[src/design/ccpos_pkg.sv]
// Package: register map, field layout and encodings of the PWM output stage control
package ccpos_pkg;

	// ****************************************
	// Register port
	// ****************************************
	localparam int unsigned ADDR_W = 4;
	localparam int unsigned DATA_W = 16;

	localparam logic [3:0] OFS_OUT_CTL  = 4'h0;
	localparam logic [3:0] OFS_AUX_CTL  = 4'h1;
	localparam logic [3:0] OFS_STATUS   = 4'h2;

	// ****************************************
	// Output control register fields
	// ****************************************
	localparam int unsigned POS_HOLD     = 15;
	localparam int unsigned POS_OSX_LO   = 12;
	localparam int unsigned POS_MODE_LO  = 8;
	localparam int unsigned POS_POL_ACE  = 5;
	localparam int unsigned POS_POL_BDF  = 4;
	localparam int unsigned POS_SSA_LO   = 2;
	localparam int unsigned POS_SSB_LO   = 0;

	localparam logic [15:0] CTL_RESET     = 16'h0000;
	localparam logic [15:0] CTL_MASK_FULL = 16'hF73F;
	localparam logic [15:0] CTL_MASK_LITE = 16'hF02C;

	// Auxiliary control: bit 0 triggered mode, bits 13:8 pin enables
	localparam int unsigned POS_TRIG_EN   = 0;
	localparam int unsigned POS_PIN_EN_LO = 8;
	localparam logic [15:0] AUX_RESET     = 16'h0000;
	localparam logic [15:0] AUX_MASK      = 16'h3F01;

	// ****************************************
	// Output mode codes
	// ****************************************
	localparam logic [2:0] MODE_SINGLE    = 3'b000;
	localparam logic [2:0] MODE_PUSH_PULL = 3'b001;
	localparam logic [2:0] MODE_HALF_BR   = 3'b010;
	localparam logic [2:0] MODE_BRUSH_REV = 3'b100;
	localparam logic [2:0] MODE_BRUSH_FWD = 3'b101;
	localparam logic [2:0] MODE_SCAN      = 3'b110;

	// Shutdown state codes
	localparam logic [1:0] SD_ACTIVE   = 2'b11;
	localparam logic [1:0] SD_INACTIVE = 2'b10;

	localparam int unsigned NUM_PINS  = 6;
	localparam logic [2:0]  SCAN_LAST = 3'h5;

	// ****************************************
	// Carriers
	// ****************************************
	typedef struct packed {
		logic [ADDR_W-1:0] addr;
		logic [DATA_W-1:0] wdata;
		logic              wr;
		logic              rd;
	} ccpos_bus_s;

	// Pin order within vectors: bit 0 = A ... bit 5 = F
	typedef struct packed {
		logic [NUM_PINS-1:0] level;
		logic [NUM_PINS-1:0] oe_n;
	} ccpos_pins_s;

endpackage : ccpos_pkg

[src/design/ccpos_top.sv]
// Output stage control of a capture/compare/PWM unit: mode steering, polarity, shutdown, hold, one-shot stretch
`timescale 1ns/100ps
module ccpos_top #(
	parameter bit FIRST_UNIT = 1'b1
) (
	input  wire logic                          mclk,
	input  wire logic                          arst_n,
	input  wire ccpos_pkg::ccpos_bus_s         bus,
	output      logic [ccpos_pkg::DATA_W-1:0] rdata,
	input  wire logic                          pwm_active,
	input  wire logic                          tb_tick,
	input  wire logic                          one_shot_start,
	input  wire logic                          trigger_in,
	input  wire logic                          shutdown_in,
	output      logic                          one_shot_busy,
	output      ccpos_pkg::ccpos_pins_s        pins
);

	// ****************************************
	// Registers
	// ****************************************
	localparam logic [15:0] CTL_MASK = FIRST_UNIT ? ccpos_pkg::CTL_MASK_FULL : ccpos_pkg::CTL_MASK_LITE;

	logic [15:0] ctl_r;
	logic [15:0] aux_r;
	logic [15:0] rdata_r;
	logic        triggered_r;
	logic [2:0]  osx_cnt_r;
	logic        os_busy_r;
	logic        phase_r;
	logic [2:0]  scan_idx_r;
	logic [5:0]  level_r;
	logic [5:0]  oe_n_r;

	logic        hold_bit;
	logic [2:0]  osx_val;
	logic [2:0]  mode;
	logic        pol_ace;
	logic        pol_bdf;
	logic [1:0]  ssa;
	logic [1:0]  ssb;
	logic        trig_en;
	logic [5:0]  pin_en;
	logic        holding;
	logic [5:0]  act;
	logic [15:0] status;

	always_ff @(posedge mclk or negedge arst_n) begin
		if (!arst_n) begin
			ctl_r <= ccpos_pkg::CTL_RESET;
		end else if (bus.wr && bus.addr == ccpos_pkg::OFS_OUT_CTL) begin
			ctl_r <= bus.wdata & CTL_MASK;
		end
	end

	always_ff @(posedge mclk or negedge arst_n) begin
		if (!arst_n) begin
			aux_r <= ccpos_pkg::AUX_RESET;
		end else if (bus.wr && bus.addr == ccpos_pkg::OFS_AUX_CTL) begin
			aux_r <= bus.wdata & ccpos_pkg::AUX_MASK;
		end
	end

	assign hold_bit = ctl_r[ccpos_pkg::POS_HOLD];
	assign osx_val  = ctl_r[ccpos_pkg::POS_OSX_LO +: 3];
	assign mode     = ctl_r[ccpos_pkg::POS_MODE_LO +: 3];
	assign pol_ace  = ctl_r[ccpos_pkg::POS_POL_ACE];
	assign pol_bdf  = ctl_r[ccpos_pkg::POS_POL_BDF];
	assign ssa      = ctl_r[ccpos_pkg::POS_SSA_LO +: 2];
	assign ssb      = ctl_r[ccpos_pkg::POS_SSB_LO +: 2];
	assign trig_en  = aux_r[ccpos_pkg::POS_TRIG_EN];
	assign pin_en   = aux_r[ccpos_pkg::POS_PIN_EN_LO +: 6];

	// ****************************************
	// Read port
	// ****************************************
	assign status = {10'h000, shutdown_in, phase_r, os_busy_r, holding, triggered_r, trig_en};

	always_ff @(posedge mclk or negedge arst_n) begin
		if (!arst_n) begin
			rdata_r <= 16'h0000;
		end else if (bus.rd) begin
			unique case (bus.addr)
				ccpos_pkg::OFS_OUT_CTL: rdata_r <= ctl_r;
				ccpos_pkg::OFS_AUX_CTL: rdata_r <= aux_r;
				ccpos_pkg::OFS_STATUS:  rdata_r <= status;
				default:                rdata_r <= 16'h0000;
			endcase
		end else begin
			rdata_r <= 16'h0000;
		end
	end

	assign rdata = rdata_r;

	// ****************************************
	// Trigger hold
	// ****************************************
	// The disarm wins over the trigger: with triggered mode off the latch clears even while trigger_in is high
	always_ff @(posedge mclk or negedge arst_n) begin
		if (!arst_n) begin
			triggered_r <= 1'b0;
		end else if (!trig_en) begin
			triggered_r <= 1'b0;
		end else if (trigger_in) begin
			triggered_r <= 1'b1;
		end
	end

	assign holding = trig_en && hold_bit && !triggered_r;

	// ****************************************
	// One-shot stretch
	// ****************************************
	// Busy for the start period plus osx_val further time-base periods
	always_ff @(posedge mclk or negedge arst_n) begin
		if (!arst_n) begin
			os_busy_r <= 1'b0;
			osx_cnt_r <= 3'h0;
		end else if (one_shot_start) begin
			os_busy_r <= 1'b1;
			osx_cnt_r <= osx_val;
		end else if (os_busy_r && tb_tick) begin
			if (osx_cnt_r == 3'h0) begin
				os_busy_r <= 1'b0;
			end else begin
				osx_cnt_r <= osx_cnt_r - 3'h1;
			end
		end
	end

	assign one_shot_busy = os_busy_r;

	// ****************************************
	// Mode steering
	// ****************************************
	always_ff @(posedge mclk or negedge arst_n) begin
		if (!arst_n) begin
			phase_r    <= 1'b0;
			scan_idx_r <= 3'h0;
		end else if (tb_tick) begin
			phase_r    <= !phase_r;
			scan_idx_r <= (scan_idx_r == ccpos_pkg::SCAN_LAST) ? 3'h0 : scan_idx_r + 3'h1;
		end
	end

	// act is the logical active state of each pin before polarity
	always_comb begin
		act = 6'h00;
		if (!FIRST_UNIT) begin
			act[0] = pwm_active;
		end else begin
			unique case (mode)
				ccpos_pkg::MODE_SINGLE:    act = {6{pwm_active}};
				ccpos_pkg::MODE_PUSH_PULL: act = {4'h0, pwm_active && !phase_r, pwm_active && phase_r};
				ccpos_pkg::MODE_HALF_BR:   act = {4'h0, !pwm_active, pwm_active};
				ccpos_pkg::MODE_BRUSH_REV: act = {4'h0, 1'b1, 1'b0} << 1 | {4'h0, pwm_active, 1'b0};
				ccpos_pkg::MODE_BRUSH_FWD: act = {2'h0, pwm_active, 2'h0, 1'b1};
				ccpos_pkg::MODE_SCAN:      act = 6'h01 << scan_idx_r & {6{pwm_active}};
				default:                   act = 6'h00;
			endcase
		end
	end

	// ****************************************
	// Pin drivers
	// ****************************************
	// Shutdown has priority over the trigger hold; output enable is active low
	for (genvar p = 0; p < ccpos_pkg::NUM_PINS; p++) begin : g_pin
		localparam bit GRP_BDF = (p % 2) == 1;
		logic        pol;
		logic [1:0]  sst;
		logic        lvl_nxt;
		logic        oe_nxt;

		assign pol = GRP_BDF ? pol_bdf : pol_ace;
		assign sst = GRP_BDF ? ssb : ssa;

		always_comb begin
			lvl_nxt = act[p] ^ pol;
			oe_nxt  = !pin_en[p] || (!FIRST_UNIT && GRP_BDF);
			if (shutdown_in && !oe_nxt) begin
				if (sst == ccpos_pkg::SD_ACTIVE) begin
					lvl_nxt = !pol;
				end else if (sst == ccpos_pkg::SD_INACTIVE) begin
					lvl_nxt = pol;
				end else begin
					oe_nxt = 1'b1;
				end
			end else if (holding) begin
				oe_nxt = 1'b1;
			end
		end

		always_ff @(posedge mclk or negedge arst_n) begin
			if (!arst_n) begin
				level_r[p] <= 1'b0;
				oe_n_r[p]  <= 1'b1;
			end else begin
				level_r[p] <= lvl_nxt;
				oe_n_r[p]  <= oe_nxt;
			end
		end
	end

	// One driver for the whole carrier, so no tool sees two writers of one struct
	assign pins = '{level: level_r, oe_n: oe_n_r};

endmodule : ccpos_top

[config.mk]
export PLATFORM = sky130hd
export DESIGN_NAME = ccpos_top
export DESIGN_NICKNAME = d
export VERILOG_FILES = /design/src/design/ccpos_pkg.sv /design/src/design/ccpos_top.sv
export SDC_FILE = /design/constraint.sdc
export NUM_CORES = 1
export LEC_CHECK = 0
export BUFFER_PORTS_ARGS = -buffer_cell sky130_fd_sc_hd__buf_2
export CORE_MARGIN = 1
export CORE_UTILIZATION = 50
export CTS_CLUSTER_SIZE = 25
export DETAILED_ROUTE_END_ITERATION = 8
export PLACE_DENSITY = 0.86
export SLEW_MARGIN = 20
export SYNTH_ARGS = -nofsm -noshare
export SYNTH_HDL_FRONTEND = slang
export SYNTH_SLANG_ARGS = --single-unit
[constraint.sdc]
create_clock -name mclk -period 1.8 [get_ports mclk]
set_clock_uncertainty 0.1 [all_clocks]
set_input_delay 0.36 -clock mclk [delete_from_list [all_inputs] [get_ports mclk]]
set_output_delay 0.36 -clock mclk [all_outputs]
set_load 0.05 [all_outputs]
==> impl_metrics.env, run 1 <==
export IMPL_synth_area_um2=2530
export IMPL_synthCells=214
export IMPL_antenna_violations_before_repair=0
export IMPL_maxcap_viol_count=0
export IMPL_route_vias_total=1816
export IMPL_wire_per_inst_um=15.2
export IMPL_final_setup_violation_count=0
export IMPL_area_sequential_um2=1390
export IMPL_ioPinCount=58
export IMPL_design_die_area_um2=5360
export IMPL_largest_net_degree_at_the_start_of_global_routing=56
export IMPL_layout_min_cycle_time_ns=1.69
export IMPL_layout_worst_path_cycle_share=0.939
export IMPL_rsz_0062_raised_after_global_routing="no"
export IMPL_place_congestion=0.887
export IMPL_drtIter0Drc=196
export IMPL_first_global_vias=1760
export IMPL_clkTransAtPathRegs_ns=0.09
export IMPL_slew_viol_final=0
export IMPL_antenna_violating_nets_post_route=0
export IMPL_power_per_cell_area_nw_per_um2=1340
export IMPL_postLayoutCoreUtil=0.636
export IMPL_leakagePower_nw=1.48
export IMPL_n_fill_cell=374
export IMPL_post_synth_top_area_fraction=0.484
export IMPL_tritoncts="yes"
export IMPL_ys_top_cells_by_area="sky130_fd_sc_hd__dfrtp_1 (48%), sky130_fd_sc_hd__dfstp_2 (6.2%), sky130_fd_sc_hd__mux2_4 (5.9%)"
export IMPL_starting_density=0.529
export IMPL_cts_num_sinks=55
export IMPL_finish_net_count=306
export IMPL_area_growth_synth_to_final_pct=20.1
export IMPL_final_design_area_no_fill_um2=3040
export IMPL_synth_warnings=0
export IMPL_postPlaceCellArea_um2=2900
export IMPL_clk_insertion_delay_late_ns=0.31
export IMPL_worst_hold_path_type="in -> reg"
export IMPL_synth_seq_area_share=0.546
export IMPL_detailedRoute_firstPassIterationCount=4
export IMPL_ctsRootBufferMaster="sky130_fd_sc_hd__clkbuf_8"
export IMPL_worst_setup_path_start_kind="register"
export IMPL_row_count=25
export IMPL_synth_async_reset_ratio=1.00
export IMPL_antenna_diode_count=0
export IMPL_synth_largest_area_cell="sky130_fd_sc_hd__dfrtp_1"
export IMPL_via_density_per_instance=5.31
export IMPL_worstSetupPathType="reg -> reg"
export IMPL_report_final_hold_viol_count=0
export IMPL_path_max_fanout=2
export IMPL_outcome="complete, no violations"
export IMPL_die_height_um=73.2
export IMPL_grt_overflow_total=0
export IMPL_number_of_enable_flip_flop_cells_after_synthesis=0
export IMPL_cp_data_arrival_time_ns=1.79
export IMPL_ys_dominant_reg_cell="sky130_fd_sc_hd__dfrtp_1"
export IMPL_detail_route_wirelength_mm=5.19
export IMPL_required_ns=1.90
export IMPL_highest_clock_frequency_the_design_can_meet_mhz=592
export IMPL_cts_made_buffers=5
export IMPL_htree_levels=2
export IMPL_setup_tns_ns=0
export IMPL_yosys_register_bits=55
export IMPL_floorplan_die_width_um=73.2
export IMPL_grt_pass1_wl_mm=8.54
export IMPL_clock_tree_buffer_depth=2
export IMPL_place_hpwl_mm=3.67
export IMPL_floorplan_core_area_um2=4790
export IMPL_io_buffer_count=53
export IMPL_ir_worst_vdd_mv=0.800
export IMPL_synth_cell_type_count=48
export IMPL_post_cts_setup_buffer_count=0
export IMPL_multi_input_gate_area_um2=1060
export IMPL_crit_path_end_kind="register"
export IMPL_syn_area_per_cell_um2=11.8
export IMPL_grt_use_total=0.219
export IMPL_drc=0
export IMPL_drive_gt1_frac=0.375
[kinds of logic after synthesis]
kind of cell               after synthesis  share of synthesized area
AOI/OAI and AO/OA                       37                      0.103
other                                    1                    0.00148
and+or+nand+nor                         66                      0.148
xor gates and xnor gates                 9                     0.0311
muxes                                   24                      0.120
DFF                                     55                      0.546
buffers and inverters                   19                     0.0351
adders and majority gates                3                     0.0148
[cell usage in the layout (no fill, tap or decap), types with 3 or more instances in the layout]
master	n
sky130_fd_sc_hd__a21oi_1	5
sky130_fd_sc_hd__a22oi_1	10
sky130_fd_sc_hd__a31oi_1	4
sky130_fd_sc_hd__and3_1	6
sky130_fd_sc_hd__buf_2	53
sky130_fd_sc_hd__buf_4	6
sky130_fd_sc_hd__clkbuf_8	5
sky130_fd_sc_hd__dfrtp_1	48
sky130_fd_sc_hd__dfstp_2	6
sky130_fd_sc_hd__ha_1	3
sky130_fd_sc_hd__inv_1	10
sky130_fd_sc_hd__mux2_2	12
sky130_fd_sc_hd__mux2_4	10
sky130_fd_sc_hd__nand2_1	19
sky130_fd_sc_hd__nand3_1	5
sky130_fd_sc_hd__nor2_1	14
sky130_fd_sc_hd__nor2b_1	3
sky130_fd_sc_hd__o21ai_0	3
sky130_fd_sc_hd__xnor2_1	4
sky130_fd_sc_hd__xor2_1	5
[per-stage QoR]
step                      hold slack [ns]  std cells  power [mW]  setup slack [ns]
after floorplan                   -0.0356        215        2.77             0.223
after global placement              0.272        333        3.09            0.0719
after detailed placement            0.276        333        3.13            0.0189
after CTS                           0.170        342        4.08             0.113
after global routing                0.173        342        4.31            0.0117
final                               0.174        342        4.07             0.110
[final cells by class]
| cell class | count | area share |
|---|---|---|
| Sequential cell | 55 | 0.455 |
| Tap cell | 67 | 0.0275 |
| Inverter | 10 | 0.0123 |
| Multi-Input combinational cell | 141 | 0.350 |
| Timing Repair Buffer | 61 | 0.112 |
| Clock buffer | 6 | 0.0238 |
| Clock inverter | 2 | 0.0197 |
[layer usage]
metal / global-route usage / vias to the layer above / share of wire
li1: - / 870 / -
met1: 0.295 / 876 / 0.44
met2: 0.352 / 65 / 0.48
met3: 0.0470 / 5 / 0.064
met4: 0.0763 / 0 / 0.012
met5: 0 / - / 0
[sequential cells by signal, summed over array words and instances (netlist names)]
register       cells
rdata             14
aux_r              7
triggered_r        1
ctl_r             13
one_shot_busy      1
osx_cnt_r          3
phase_r            1
pins              12
scan_idx_r         3
[synth_stat cells, drive strengths merged, types with 2 or more instances]
library cell,number
dfrtp,49
nor3,2
a21o,2
nor2b,3
nand2,21
nand2b,2
clkbuf,4
mux2i,2
ha,3
xor2,5
buf,5
and3,6
a21oi,5
dfstp,6
a22oi,10
xnor2,4
o41ai,2
nor4b,2
mux2,22
nor3b,2
inv,10
nor2,14
a211oi,2
or2,2
o21ai,3
nand3,5
a31oi,4
nand4,2
[what timing repair did]
| action | 4_1_cts | 5_1_grt |
|---|---|---|
| endpoints found under the setup margin | 0 | 1 |
| hold endpoints to repair | 49 | 0 |
| hold buffers | 1 | 0 |
| resized for setup | 0 | 1 |
[report_power, final]
| part | switching (mW) | total (mW) | internal (mW) | leakage (nW) |
|---|---|---|---|---|
| clock network | 0.381 | 0.937 | 0.556 | 0.0654 |
| logic | 0.814 | 1.34 | 0.529 | 0.729 |
| registers | 0.256 | 1.80 | 1.54 | 0.684 |
| total | 1.45 | 4.07 | 2.62 | 1.48 |
[worst paths after layout]
path	depth (start not counted)	endpoint	slack [ns]	start
worst max register to register	6	pins[9]	0.11	scan_idx_r[0]
worst min register to register	1	pins[0]	0.36	aux_r[8]
worst min-delay path	2	ctl_r[15]	0.17	bus[17]
max in group asynchronous	3	pins[5]	0.85	arst_n
min in group asynchronous	3	pins[10]	0.47	arst_n
worst max-delay path	6	pins[9]	0.11	scan_idx_r[0]
[worst max-delay path, stage by stage, from the launching register on]
cell and delay [ns]:
sky130_fd_sc_hd__dfrtp_1 0.38, sky130_fd_sc_hd__and2_1 0.16, sky130_fd_sc_hd__ha_1 0.18, sky130_fd_sc_hd__and4b_1 0.19, sky130_fd_sc_hd__a211oi_1 0.26, sky130_fd_sc_hd__o22ai_1 0.16, sky130_fd_sc_hd__xnor2_1 0.15
Power figures use the tool's default switching activity.
==> run 2: changes to the inputs <==
CORE_UTILIZATION = 38   (was 50)
CTS_BUF_LIST = sky130_fd_sc_hd__clkbuf_4   (was not set)
MAX_ROUTING_LAYER = met4   (was not set)
PLACE_DENSITY = 0.71   (was 0.86)
==> run 2 against run 1 <==
Power fell by 6.0%. Via count fell by 0.33%. Clock-buffer cell count shrank 1. Cell area hardly changed. Worst setup slack gained 0.037 ns. Flip-flop and latch count stayed put. Hold slack got worse by 0.093 ns. Global-route usage shrank 4.2 points. Non-clock buffer count increased by 3.
==> impl_metrics.env, run 2 (synthesized netlist as in run 1, its figures left out) <==
export IMPL_design_die_area_um2=7000
export IMPL_htree_levels=2
export IMPL_highest_clock_frequency_the_design_can_meet_mhz=605
export IMPL_outcome="complete, no violations"
export IMPL_ioPinCount=58
export IMPL_crit_path_cell_trace="and2_1 -> ha_1 -> and4b_1 -> a211oi_2 -> o22ai_1 -> xnor2_1"
export IMPL_route_vias_total=1810
export IMPL_leakagePower_nw=1.48
export IMPL_finalNonFillerCells=355
export IMPL_row_count=29
export IMPL_detail_route_wirelength_mm=5.59
export IMPL_via_density_per_instance=5.10
export IMPL_grt_overflow_total=0
export IMPL_report_final_hold_viol_count=0
export IMPL_worst_hold_path_type="in -> reg"
export IMPL_first_global_vias=1834
export IMPL_layout_common_cells="sky130_fd_sc_hd__buf_2 (53), sky130_fd_sc_hd__dfrtp_1 (48), sky130_fd_sc_hd__nand2_1 (19)"
export IMPL_timing_critical_path_slowest_stage_cell="sky130_fd_sc_hd__dfrtp_1"
export IMPL_internal_power_mw=2.37
export IMPL_largest_reg_flops=14
export IMPL_ir_worst_vdd_mv=0.748
export IMPL_area_growth_synth_to_final_pct=20.2
export IMPL_grt_pass1_wl_mm=9.34
export IMPL_cts_made_buffers=5
export IMPL_switching_share=0.382
export IMPL_drc=0
export IMPL_grt_use_total=0.177
export IMPL_starting_density=0.397
export IMPL_wire_per_inst_um=15.8
export IMPL_power_per_cell_area_nw_per_um2=1260
export IMPL_slew_viol_final=0
export IMPL_cts_num_sinks=55
export IMPL_tritoncts="yes"
export IMPL_report_power_total_mw=3.83
export IMPL_rsz_0062_raised_after_global_routing="no"
export IMPL_switching_power_mw=1.46
export IMPL_place_hpwl_mm=4.12
export IMPL_timing_critical_path_slowest_cell_delay_ns=0.41
export IMPL_clk_insertion_delay_late_ns=0.38
export IMPL_io_buffer_count=53
export IMPL_antenna_violating_nets_post_route=0
export IMPL_final_setup_violation_count=0
export IMPL_power_frac_comb=0.354
export IMPL_die_height_um=83.7
export IMPL_drive_gt1_frac=0.388
export IMPL_antenna_diode_count=0
export IMPL_crit_path_end_kind="register"
export IMPL_place_congestion=0.805
export IMPL_worstSetupPathType="reg -> reg"
export IMPL_power_sequential_fraction=0.468
export IMPL_setup_tns_ns=0
export IMPL_antenna_violations_before_repair=0
export IMPL_cp_data_arrival_time_ns=1.84
export IMPL_path_max_fanout=2
export IMPL_p_clk_frac=0.177
export IMPL_detailedRoute_firstPassIterationCount=4
export IMPL_drtIter0Drc=110
export IMPL_layout_worst_path_cycle_share=0.918
export IMPL_required_ns=1.98
export IMPL_clock_tree_buffer_depth=2
export IMPL_worst_setup_path_start_kind="register"
export IMPL_clkTransAtPathRegs_ns=0.16
export IMPL_ctsRootBufferMaster="sky130_fd_sc_hd__clkbuf_4"
export IMPL_layout_min_cycle_time_ns=1.65
export IMPL_floorplan_core_area_um2=6390
export IMPL_floorplan_die_width_um=83.7
export IMPL_maxcap_viol_count=0
export IMPL_post_place_cells=346
export IMPL_finish_net_count=309
export IMPL_layout_cells_most_common="sky130_fd_sc_hd__buf_2"
export IMPL_largest_net_degree_at_the_start_of_global_routing=23
run 2: layout make-up:
class	count	area [um2]
Fill cell	600	3340
Clock inverter	3	43.8
Multi-Input combinational cell	141	1070
Sequential cell	55	1390
Tap cell	77	96.3
Inverter	10	37.5
Timing Repair Buffer	64	375
Clock buffer	5	37.5
run 2: worst paths after layout:
kind	from	end	slack, ns	depth (start not counted)
max	scan_idx_r[0]	pins[9]	0.15	6
min	trigger_in	triggered_r	0.08	2
max reg2reg	scan_idx_r[0]	pins[9]	0.15	6
min reg2reg	aux_r[9]	pins[1]	0.38	1
max in group asynchronous	arst_n	pins[2]	0.74	3
min in group asynchronous	arst_n	scan_idx_r[0]	0.34	2
run 2: power groups by stage:
stage | logic, mW | registers (mW) | clock network (mW)
final | 1.36 | 1.79 | 0.680
after floorplan | 0.659 | 2.11 | 0
after detailed placement | 1.35 | 1.81 | 0
after CTS | 1.36 | 1.79 | 0.698
after global routing | 1.47 | 1.84 | 0.742
after global placement | 1.31 | 1.80 | 0
run 2: metrics by stage:
| step | utilization | hold WS (ns) | setup WS [ns] | instance area [um2] |
|---|---|---|---|---|
| floorplan | - | -0.0356 | 0.223 | 2540 |
| global placement | 0.462 | 0.226 | 0.144 | 2950 |
| detailed placement | 0.462 | 0.240 | 0.117 | 2950 |
| CTS | 0.476 | 0.0691 | 0.0815 | 3040 |
| global route | 0.477 | 0.0796 | 0.0459 | 3050 |
| finish | 0.477 | 0.0812 | 0.147 | 3050 |
run 2: routing by layer:
layer	GRT usage	vias up	routed length, um
met4	0.0632	0	96
li1	-	875	-
met5	-	-	0
met3	0.0307	10	303
met2	0.282	63	2710
met1	0.227	862	2490
run 2: repair_timing:
action | CTS | global route
setup endpoints to repair | 0 | 1
hold buffers | 1 | 0
gates resized for setup | 0 | 2
hold endpoints to repair | 13 | 0
setup buffers | 0 | 0
run 2: critical path, delay by kind of cell, from the launching register on:
kind | cells | cell delay [ns]
adders and majority gates | 1 | 0.18
AOI/OAI and AO/OA | 2 | 0.36
and+or+nand+nor | 2 | 0.37
xor gates and xnor gates | 1 | 0.14
DFF | 1 | 0.41
